### src/slow_clock_pkg.sv
// Behaviour
// - slow clock follows crystal or rc oscillator per slow_source_select.
// - bypass passes the clock on crystal_input_pin straight through, oscillator off.
// - writing 1 to an enable bit turns the matching oscillator on; the crystal only while bypass is 0.
// - enables, select and bypass live in slow_clock_control, kept while powered.
// - backup reset gives rc enable 1, crystal enable 0, select 0.
// - select change resynchronises within 5 slow cycles before old oscillator stops.
package slow_clock_pkg;
  localparam logic [31:0] ctrl_addr       = 32'hFFFFFD50;
  localparam logic [31:0] status_addr     = 32'hFFFFFD54;
  localparam int          rc_en_bit       = 0;
  localparam int          xtal_en_bit     = 1;
  localparam int          bypass_bit      = 2;
  localparam int          select_bit      = 3;
  localparam logic        rc_en_reset     = 1'b1;
  localparam logic        xtal_en_reset   = 1'b0;
  localparam logic        bypass_reset    = 1'b0;
  localparam logic        select_reset    = 1'b0;
  localparam int          resync_edges    = 2;
  localparam int          resync_max      = 5;
  localparam logic [1:0]  resp_okay       = 2'h0;
  localparam logic [1:0]  resp_slverr     = 2'h2;
endpackage

### src/slow_ctrl_if.sv
`timescale 1ns/100ps
`default_nettype none
interface slow_ctrl_if;
  logic rc_en;
  logic xtal_en;
  logic bypass;
  logic select;
  logic active_sel;
  logic busy;
  modport regs (output rc_en, output xtal_en, output bypass, output select, input active_sel, input busy);
  modport sw   (input rc_en, input xtal_en, input bypass, input select, output active_sel, output busy);
endinterface
`default_nettype wire

### src/slow_clock_regs.sv
`timescale 1ns/100ps
`default_nettype none
module slow_clock_regs
(
  input  wire logic        aclk,
  input  wire logic        aresetn,
  input  wire logic [31:0] awaddr,
  input  wire logic        awvalid,
  output logic             awready,
  input  wire logic [31:0] wdata,
  input  wire logic [3:0]  wstrb,
  input  wire logic        wvalid,
  output logic             wready,
  output logic [1:0]       bresp,
  output logic             bvalid,
  input  wire logic        bready,
  input  wire logic [31:0] araddr,
  input  wire logic        arvalid,
  output logic             arready,
  output logic [31:0]      rdata,
  output logic [1:0]       rresp,
  output logic             rvalid,
  input  wire logic        rready,
  slow_ctrl_if.regs        ctl
);
  logic [31:0] aw_addr_r;
  logic        aw_have_r;
  logic [31:0] w_data_r;
  logic [3:0]  w_strb_r;
  logic        w_have_r;
  logic        do_write;
  logic        ctrl_hit;

  assign awready  = ~aw_have_r & ~bvalid;
  assign wready   = ~w_have_r & ~bvalid;
  assign arready  = ~rvalid;
  assign do_write = aw_have_r & w_have_r & ~bvalid;
  assign ctrl_hit = aw_addr_r == slow_clock_pkg::ctrl_addr;

  always_ff @(posedge aclk)
  begin
    if (!aresetn)
    begin
      aw_have_r <= 1'b0;
      aw_addr_r <= 32'h00000000;
    end
    else if (awvalid && awready)
    begin
      aw_have_r <= 1'b1;
      aw_addr_r <= awaddr;
    end
    else if (do_write)
      aw_have_r <= 1'b0;
  end

  always_ff @(posedge aclk)
  begin
    if (!aresetn)
    begin
      w_have_r <= 1'b0;
      w_data_r <= 32'h00000000;
      w_strb_r <= 4'h0;
    end
    else if (wvalid && wready)
    begin
      w_have_r <= 1'b1;
      w_data_r <= wdata;
      w_strb_r <= wstrb;
    end
    else if (do_write)
      w_have_r <= 1'b0;
  end

  // control bits go back to their reset values whenever aresetn is low
  always_ff @(posedge aclk)
  begin
    if (!aresetn)
    begin
      ctl.rc_en   <= slow_clock_pkg::rc_en_reset;
      ctl.xtal_en <= slow_clock_pkg::xtal_en_reset;
      ctl.bypass  <= slow_clock_pkg::bypass_reset;
      ctl.select  <= slow_clock_pkg::select_reset;
    end
    else if (do_write && ctrl_hit && w_strb_r[0])
    begin
      ctl.rc_en   <= w_data_r[slow_clock_pkg::rc_en_bit];
      ctl.xtal_en <= w_data_r[slow_clock_pkg::xtal_en_bit];
      ctl.bypass  <= w_data_r[slow_clock_pkg::bypass_bit];
      ctl.select  <= w_data_r[slow_clock_pkg::select_bit];
    end
  end

  always_ff @(posedge aclk)
  begin
    if (!aresetn)
    begin
      bvalid <= 1'b0;
      bresp  <= slow_clock_pkg::resp_okay;
    end
    else if (do_write)
    begin
      bvalid <= 1'b1;
      bresp  <= (ctrl_hit || aw_addr_r == slow_clock_pkg::status_addr) ?
                slow_clock_pkg::resp_okay : slow_clock_pkg::resp_slverr;
    end
    else if (bready)
      bvalid <= 1'b0;
  end

  always_ff @(posedge aclk)
  begin
    if (!aresetn)
    begin
      rvalid <= 1'b0;
      rdata  <= 32'h00000000;
      rresp  <= slow_clock_pkg::resp_okay;
    end
    else if (arvalid && arready)
    begin
      rvalid <= 1'b1;
      rresp  <= slow_clock_pkg::resp_okay;
      rdata  <= 32'h00000000;
      if (araddr == slow_clock_pkg::ctrl_addr)
      begin
        rdata[slow_clock_pkg::rc_en_bit]   <= ctl.rc_en;
        rdata[slow_clock_pkg::xtal_en_bit] <= ctl.xtal_en;
        rdata[slow_clock_pkg::bypass_bit]  <= ctl.bypass;
        rdata[slow_clock_pkg::select_bit]  <= ctl.select;
      end
      else if (araddr == slow_clock_pkg::status_addr)
      begin
        rdata[0] <= ctl.active_sel;
        rdata[1] <= ctl.busy;
      end
      else
        rresp <= slow_clock_pkg::resp_slverr;
    end
    else if (rready)
      rvalid <= 1'b0;
  end
endmodule // slow_clock_regs
`default_nettype wire

### src/slow_clock_switch.sv
`timescale 1ns/100ps
`default_nettype none
module slow_clock_switch
(
  input  wire logic aclk,
  input  wire logic aresetn,
  input  wire logic rc_osc_clk,
  input  wire logic crystal_osc_clk,
  input  wire logic crystal_input_pin,
  output logic      slow_clk,
  slow_ctrl_if.sw   ctl
);
  typedef enum logic [1:0] {st_run = 2'b00, st_sync = 2'b01, st_park = 2'b10} sw_state_e;

  logic [1:0] rc_s_r;
  logic [1:0] osc_s_r;
  logic [1:0] pin_s_r;
  logic       rc_src;
  logic       xtal_src;
  logic       new_src;
  logic       old_src;
  logic       new_prev_r;
  logic [2:0] edges_r;
  sw_state_e  state_r;

  // first stage is read only by the second
  always_ff @(posedge aclk)
  begin
    if (!aresetn)
    begin
      rc_s_r  <= 2'h0;
      osc_s_r <= 2'h0;
      pin_s_r <= 2'h0;
    end
    else
    begin
      rc_s_r  <= {rc_s_r[0], rc_osc_clk};
      osc_s_r <= {osc_s_r[0], crystal_osc_clk};
      pin_s_r <= {pin_s_r[0], crystal_input_pin};
    end
  end

  assign rc_src   = ctl.rc_en & rc_s_r[1];
  assign xtal_src = ctl.bypass ? pin_s_r[1] : (ctl.xtal_en & osc_s_r[1]);
  assign new_src  = ctl.select ? xtal_src : rc_src;
  assign old_src  = ctl.active_sel ? xtal_src : rc_src;
  assign ctl.busy = state_r != st_run;

  always_ff @(posedge aclk)
  begin
    if (!aresetn)
      new_prev_r <= 1'b0;
    else
      new_prev_r <= new_src;
  end

  // new source must tick before the mux moves; a dead source stalls the switch
  always_ff @(posedge aclk)
  begin
    if (!aresetn)
    begin
      state_r        <= st_run;
      edges_r        <= 3'h0;
      ctl.active_sel <= slow_clock_pkg::select_reset;
    end
    else
    begin
      unique case (state_r)
        st_run:
        begin
          edges_r <= 3'h0;
          if (ctl.select != ctl.active_sel)
            state_r <= st_sync;
        end
        st_sync:
        begin
          if (ctl.select == ctl.active_sel)
            state_r <= st_run;
          else if (new_src && !new_prev_r && edges_r < 3'(slow_clock_pkg::resync_edges))
            edges_r <= edges_r + 3'h1;
          else if (edges_r == 3'(slow_clock_pkg::resync_edges) && !old_src && !slow_clk)
            state_r <= st_park;
        end
        // release on a falling edge of the chosen source so its low phase is whole
        st_park:
        begin
          if (new_prev_r && !new_src)
          begin
            ctl.active_sel <= ctl.select;
            state_r        <= st_run;
          end
        end
        default:
          state_r <= st_run;
      endcase
    end
  end

  // parked low from the old fall to the new fall, so no runt pulse either side
  always_ff @(posedge aclk)
  begin
    if (!aresetn)
      slow_clk <= 1'b0;
    else
      slow_clk <= (state_r == st_park) ? 1'b0 : old_src;
  end
endmodule // slow_clock_switch
`default_nettype wire

### src/slow_clock_source_select.sv
`timescale 1ns/100ps
`default_nettype none
module slow_clock_source_select
(
  input  wire logic        aclk,
  input  wire logic        aresetn,
  input  wire logic [31:0] awaddr,
  input  wire logic        awvalid,
  output logic             awready,
  input  wire logic [31:0] wdata,
  input  wire logic [3:0]  wstrb,
  input  wire logic        wvalid,
  output logic             wready,
  output logic [1:0]       bresp,
  output logic             bvalid,
  input  wire logic        bready,
  input  wire logic [31:0] araddr,
  input  wire logic        arvalid,
  output logic             arready,
  output logic [31:0]      rdata,
  output logic [1:0]       rresp,
  output logic             rvalid,
  input  wire logic        rready,
  input  wire logic        rc_osc_clk,
  input  wire logic        crystal_osc_clk,
  input  wire logic        crystal_input_pin,
  output logic             rc_osc_enable,
  output logic             crystal_osc_enable,
  output logic             slow_clk
);
  slow_ctrl_if ctl ();

  slow_clock_regs u_regs
  (
    .aclk    (aclk),
    .aresetn (aresetn),
    .awaddr  (awaddr),
    .awvalid (awvalid),
    .awready (awready),
    .wdata   (wdata),
    .wstrb   (wstrb),
    .wvalid  (wvalid),
    .wready  (wready),
    .bresp   (bresp),
    .bvalid  (bvalid),
    .bready  (bready),
    .araddr  (araddr),
    .arvalid (arvalid),
    .arready (arready),
    .rdata   (rdata),
    .rresp   (rresp),
    .rvalid  (rvalid),
    .rready  (rready),
    .ctl     (ctl.regs)
  );

  slow_clock_switch u_switch
  (
    .aclk              (aclk),
    .aresetn           (aresetn),
    .rc_osc_clk        (rc_osc_clk),
    .crystal_osc_clk   (crystal_osc_clk),
    .crystal_input_pin (crystal_input_pin),
    .slow_clk          (slow_clk),
    .ctl               (ctl.sw)
  );

  // oscillator enables leave through the register bits; bypass stops the crystal
  assign rc_osc_enable      = ctl.rc_en;
  assign crystal_osc_enable = ctl.xtal_en & ~ctl.bypass;
endmodule // slow_clock_source_select
`default_nettype wire

### config.mk
export PLATFORM = sky130hd
export DESIGN_NAME = slow_clock_source_select
export DESIGN_NICKNAME = d
export VERILOG_FILES = /design/src/slow_clock_pkg.sv /design/src/slow_ctrl_if.sv /design/src/slow_clock_regs.sv /design/src/slow_clock_switch.sv /design/src/slow_clock_source_select.sv
export SDC_FILE = /design/constraint.sdc
export NUM_CORES = 1
export LEC_CHECK = 0
export BUFFER_PORTS_ARGS = -buffer_cell sky130_fd_sc_hd__buf_2
export CAP_MARGIN = 0
export CORE_MARGIN = 2
export CORE_UTILIZATION = 33
export DETAILED_ROUTE_END_ITERATION = 16
export GPL_TIMING_DRIVEN = 0
export SLEW_MARGIN = 25
export SYNTH_ARGS = -nofsm -noshare
export SYNTH_HDL_FRONTEND = slang
export SYNTH_SLANG_ARGS = --single-unit
### constraint.sdc
create_clock -name aclk -period 1.7 [get_ports aclk]
set_input_delay 0.255 -clock aclk [delete_from_list [all_inputs] [get_ports aclk]]
set_output_delay 0.255 -clock aclk [all_outputs]
set_load 0.01 [all_outputs]
* Word-level counts from Yosys, hierarchy flattened
Index checks and enable logic that the tools add are counted.
** Cells by class
- $mul :: 0
- $add $sub $neg :: 1
- Bitwise operators :: 13
- Equality and inequality tests :: 15
- Reduce and logical (&&, ||, !) cells :: 26
- Div/mod/pow operators :: 0
- Shift-type cells :: 0
- Order comparisons :: 1
- Mux-type cells :: 25
** Operators by type and width (number)
- $eq 32x32->1 const B :: 4
- $mux 2 :: 11
- $reduce_bool 2->1 :: 6
- $logic_and 1x1->1 :: 10
- $mux 1 :: 10
- $and 1x1->1 :: 7
- $mux 3 :: 2
- $ne 2x1->1 const B :: 3
- $not 1->1 :: 6
- $pmux 2 s3 :: 1
- $pmux 3 s2 :: 1
- $logic_not 1->1 :: 4
- $reduce_and 4->1 :: 1
- $add 3x1->3 const B :: 1
- $eq 3x2->1 const B :: 1
- $lt 3x2->1 const B :: 1
- $ne 3x1->1 const B :: 1
- $ne 3x2->1 const B :: 1
- $reduce_and 3->1 :: 1
- $eq 2x1->1 const B :: 1
- $eq 2x2->1 const B :: 1
- $logic_not 2->1 :: 1
- $ne 2x2->1 const B :: 1
- $reduce_and 2->1 :: 1
- 4 further kinds :: 4
** Storage, ports and cells
- Register bits :: 67
- Logic and storage cells :: 103
- Latch bits :: 0
- Bits of input ports :: 110
- Memory bits (read-only) :: 0
- Memories :: 0
- RAM bits :: 0
- Output and inout port bits :: 44

* Logic depth before layout (Yosys ltp)
- Depth in word-level cells :: 10
- Mapped depth :: 6
- Mapped depth without buffers :: 5

* Modules after synthesis
From an unflattened synthesis, not the netlist that was laid out.
** Second synthesis, totals
- Cells, all modules :: 350
- Area, all modules :: 3129.3 um^2
** Modules (own cells, without submodules)
- slow_clock_regs :: sequential area each 1021.0 um^2, cells each 277, times used 1, area an instance 2443.6 um^2
- slow_clock_switch :: sequential area each 280.3 um^2, cells each 72, times used 1, area an instance 671.9 um^2
- slow_clock_source_select :: sequential area each 0.0 um^2, cells each 1, times used 1, area an instance 13.8 um^2

* Least setup slack after synthesis
OpenSTA, ideal clock, no wires.
- Path type :: reg2reg
- From :: register u_regs.aw_addr_r[15]
- To :: register u_regs.ctl.bypass
- Library setup time :: 0.072 ns
- Stages on the path, launching flop included :: 5
- Data arrival time :: 1.538 ns
- Path slack :: 0.090 ns
- Path buffers :: 0
- Path through :: dfxtp_1 > nand4_1 > or4_4 > nor4_4 > mux2i_1
** Between the ends
- Word-level cells in the longest chain between the ends :: 3
** Ends and longest elaborated chain
- start, declared :: line slow_clock_regs.sv:26 : logic [31:0] aw_addr_r;
- start signal, assigned :: line slow_clock_regs.sv:50 : aw_addr_r <= awaddr;
- $eq 32x32->1 :: line slow_clock_regs.sv:38 : assign ctrl_hit = aw_addr_r == slow_clock_pkg::ctrl_addr;
- $logic_and 1x1->1 (2 in series) :: line slow_clock_regs.sv:84 : else if (do_write && ctrl_hit && w_strb_r[0])
- end signal, assigned :: line slow_clock_regs.sv:81 : ctl.bypass <= slow_clock_pkg::bypass_reset;
- end signal, assigned :: line slow_clock_regs.sv:88 : ctl.bypass <= w_data_r[slow_clock_pkg::bypass_bit];
- end, declared :: line slow_ctrl_if.sv:10 : modport regs (output rc_en, output xtal_en, output bypass, output select, input active_sel, input busy);
No other way between the ends.
A chain may end at the register's enable or synchronous reset.

* Worst setup path after layout
- From :: register u_regs.aw_addr_r[23]
- To :: register u_regs.ctl.bypass
Same word-level chain as after synthesis.

==> reports/summary.txt <==
Residual DRC count = 0
Post-synth EDFFs = 0
Endpoints failing setup = 0
RSZ-0062 raised after global routing = no
Initial antenna violation count = 0
Yosys reg bits = 65
Share of layout cells above drive strength 1 = 31.5%
Hold depth = 2
Share of the synthesized area in the top cell type = 43.7%
Number of buffers added on ports = 91
Worst slew pin tran = 0.553 ns
FMAX = 619 MHz
GP Congestion = 0.834
Clock Tree Buf Depth = 2
Routed Antenna Nets = 0
Diodes inserted = 0
Max-slew violations = 0
CTS root buf = clkbuf_8
H-tree depth = 3
Setup crit end kind = flop
Outcome = finished clean
Placed Cells incl. Taps = 584
Post-DP HPWL = 5.63 mm
Pwr Density = 868 nW/um^2
Worst-Skew Late Latency = 0.34 ns
Overall Global Routing Usage = 15.1%
Period minus WS final = 1.62 ns
Startpoint types = flop
Data arrival, critical path = 1.88 ns
First-pass GRT wire length = 11.9 mm
Hold Fails Final Rpt = 0
Hold WC Path Type = in -> reg
Distinct cells, synth = 49
CP Class = reg -> reg
Skew final = 0.00646 ns
Reg2reg setup slack = 0.08 ns
R2r startpoint = u_regs.aw_addr_r[23]
DRT iter0 DRCs = 85
Die height = 99.0 um
Congestion Overflow GR = 0
Num ports = 154
Area Growth Syn to Fin = 30.7%
Row Count = 34
Ys flop type = dfxtp_1
Max Cap Viol = 0
Synth async-reset ratio = 0%
Most common cell after layout, fill and taps aside = buf_2
Core Area = 8720 sq um
Die X = 99.0 um
TritonRoute pass-1 iters = 6
Initial core utilization = 34.1%
Syn Inst Count = 356
CP max FO = 4
Register area share after synthesis = 43.7%
Nets = 600
Die area = 9790 sq um
VDD IR-drop max = 0.376 mV
Routed vias/inst = 4.58
TritonCTS clock tree = yes
Drt wl/cell = 12.0 um
Critical path required time = 1.96 ns
CTS buffer count = 9
Most frequent cells in the layout = 91 x buf_2, 78 x nand2_1, 64 x dfxtp_1, 45 x a21oi_1, 31 x buf_4
Endpoint of the worst register-to-register path = u_regs.ctl.bypass
Mean post-synth cell area = 8.36 sq um
Clk sinks = 65
Post-synth top area cell = dfxtp_1
Synth area leaders = dfxtp_1 44%, nand2_1 9.8%, a21oi_1 7.6%
Hold path endpoint = u_switch.osc_s_r[0]
YS warnings = 0
Final period utilization = 95.0%
Static Leak = 1.74 nW
Reg2reg path depth = 5
Reg clk slew, reported paths = 0.07 ns
Hold_sp = crystal_osc_clk
TNS Setup = 0 ns
Vias = 2749
Pin count of the biggest net entering global routing = 12
Non-Filler Instances = 600
Max_slew headroom = 62.8%
Final wirelength = 7.19 mm
Vias in the first global route = 2616
Mapped Area = 2980 sq um
report_power, final:
part	total, mW	switching (mW)	internal [mW]
clock	1.29	0.575	0.715
combinational	0.442	0.235	0.207
sequential	1.64	0.0417	1.60
Yosys cell counts, drive strengths merged (3+ instances only):
master and count:
nand2 78, dfxtp 65, a21oi 45, buf 31, nand4 17, clkbuf 16
nor2 15, mux2i 9, and2 8, inv 8, nand3 7, nor2b 7
nor4 6, nand2b 5, nor3 3, nor3b 3
worst max-delay path, cell delays in order, from the launching register on:
cell and delay [ns]:
dfxtp_1 0.35, nand4_2 0.10, or4_4 0.58, nor4_4 0.15
buf_4 0.18, mux2i_1 0.18
how the worst max path moves through the flow:
stage | from | endpoint | slack [ns] | depth (start not counted)
final | u_regs.aw_addr_r[23] | u_regs.ctl.bypass | 0.08 | 5
after global routing | u_regs.aw_addr_r[28] | u_regs.ctl.xtal_en | 0.004 | 5
after CTS | u_regs.bvalid | u_regs.aw_addr_r[14] | 0.04 | 6
after detailed placement | u_regs.aw_addr_r[15] | u_regs.ctl.xtal_en | -0.08 | 4
after global placement | u_regs.aw_addr_r[15] | u_regs.ctl.xtal_en | -0.07 | 4
after floorplan | u_regs.aw_addr_r[15] | u_regs.ctl.bypass | 0.09 | 4
per-stage QoR:
| stage | setup slack [ns] | total power [mW] | hold WS [ns] | area [sq um] | util, % |
|---|---|---|---|---|---|
| after floorplan | 0.0900 | 1.94 | 0.382 | 3080 | - |
| after CTS | 0.0441 | 3.41 | 0.111 | 3880 | 44.4 |
| after global routing | 0.00422 | 3.56 | 0.122 | 3890 | 44.6 |
| after detailed placement | -0.0783 | 2.12 | 0.418 | 3670 | 42.1 |
| final | 0.0845 | 3.37 | 0.127 | 3890 | 44.6 |
| after global placement | -0.0685 | 2.11 | 0.419 | 3670 | 42.1 |
routing by layer:
| layer | global-route usage (%) | wire, um |
|---|---|---|
| met3 | 4.26 | 510 |
| met5 | 0 | 0 |
| met2 | 24.0 | 3270 |
| met4 | 6.64 | 103 |
| met1 | 19.1 | 3310 |
sequential cells by signal, indices dropped and copies added, names as in the netlist, 2 cells and up:
| name | flops |
|---|---|
| u_switch.state_r | 2 |
| u_switch.osc_s_r | 2 |
| u_regs.w_data_r | 4 |
| u_regs.aw_addr_r | 32 |
| u_switch.rc_s_r | 2 |
| u_regs.rdata | 4 |
| u_switch.edges_r | 3 |
| u_switch.pin_s_r | 2 |
timing repair:
item	CTS	global route
hold endpoints to repair	0	0
gates resized for setup	0	8
buffers inserted	1	0
cloned	0	0
hold buffers	0	0
pin swaps	1	1
endpoints found under the setup margin	4	34
area by class of cell:
class / instances / area (sq um)
Tap cell: 108 / 135
Fill cell: 918 / 4830
Inverter: 8 / 30.0
Sequential cell: 65 / 1300
Multi-Input combinational cell: 265 / 1440
Timing Repair Buffer: 92 / 463
Clock buffer: 11 / 141
Buffer: 47 / 320
Clock inverter: 4 / 52.6
kinds of logic (layout without fill, tap and decap cells):
kind of cell               Yosys count  in the layout  synth area share (%)
xor gates and xnor gates             1              1                 0.294
and+or+nand+nor                    163            163                  28.7
muxes                               10             10                  3.41
AOI/OAI and AO/OA                   59             59                  11.2
other                                1             30                 0.126
buffers and inverters               55            162                  11.6
adders and majority gates            2              2                 0.841
DFF                                 65             65                  43.7
Power figures use the tool's default switching activity.
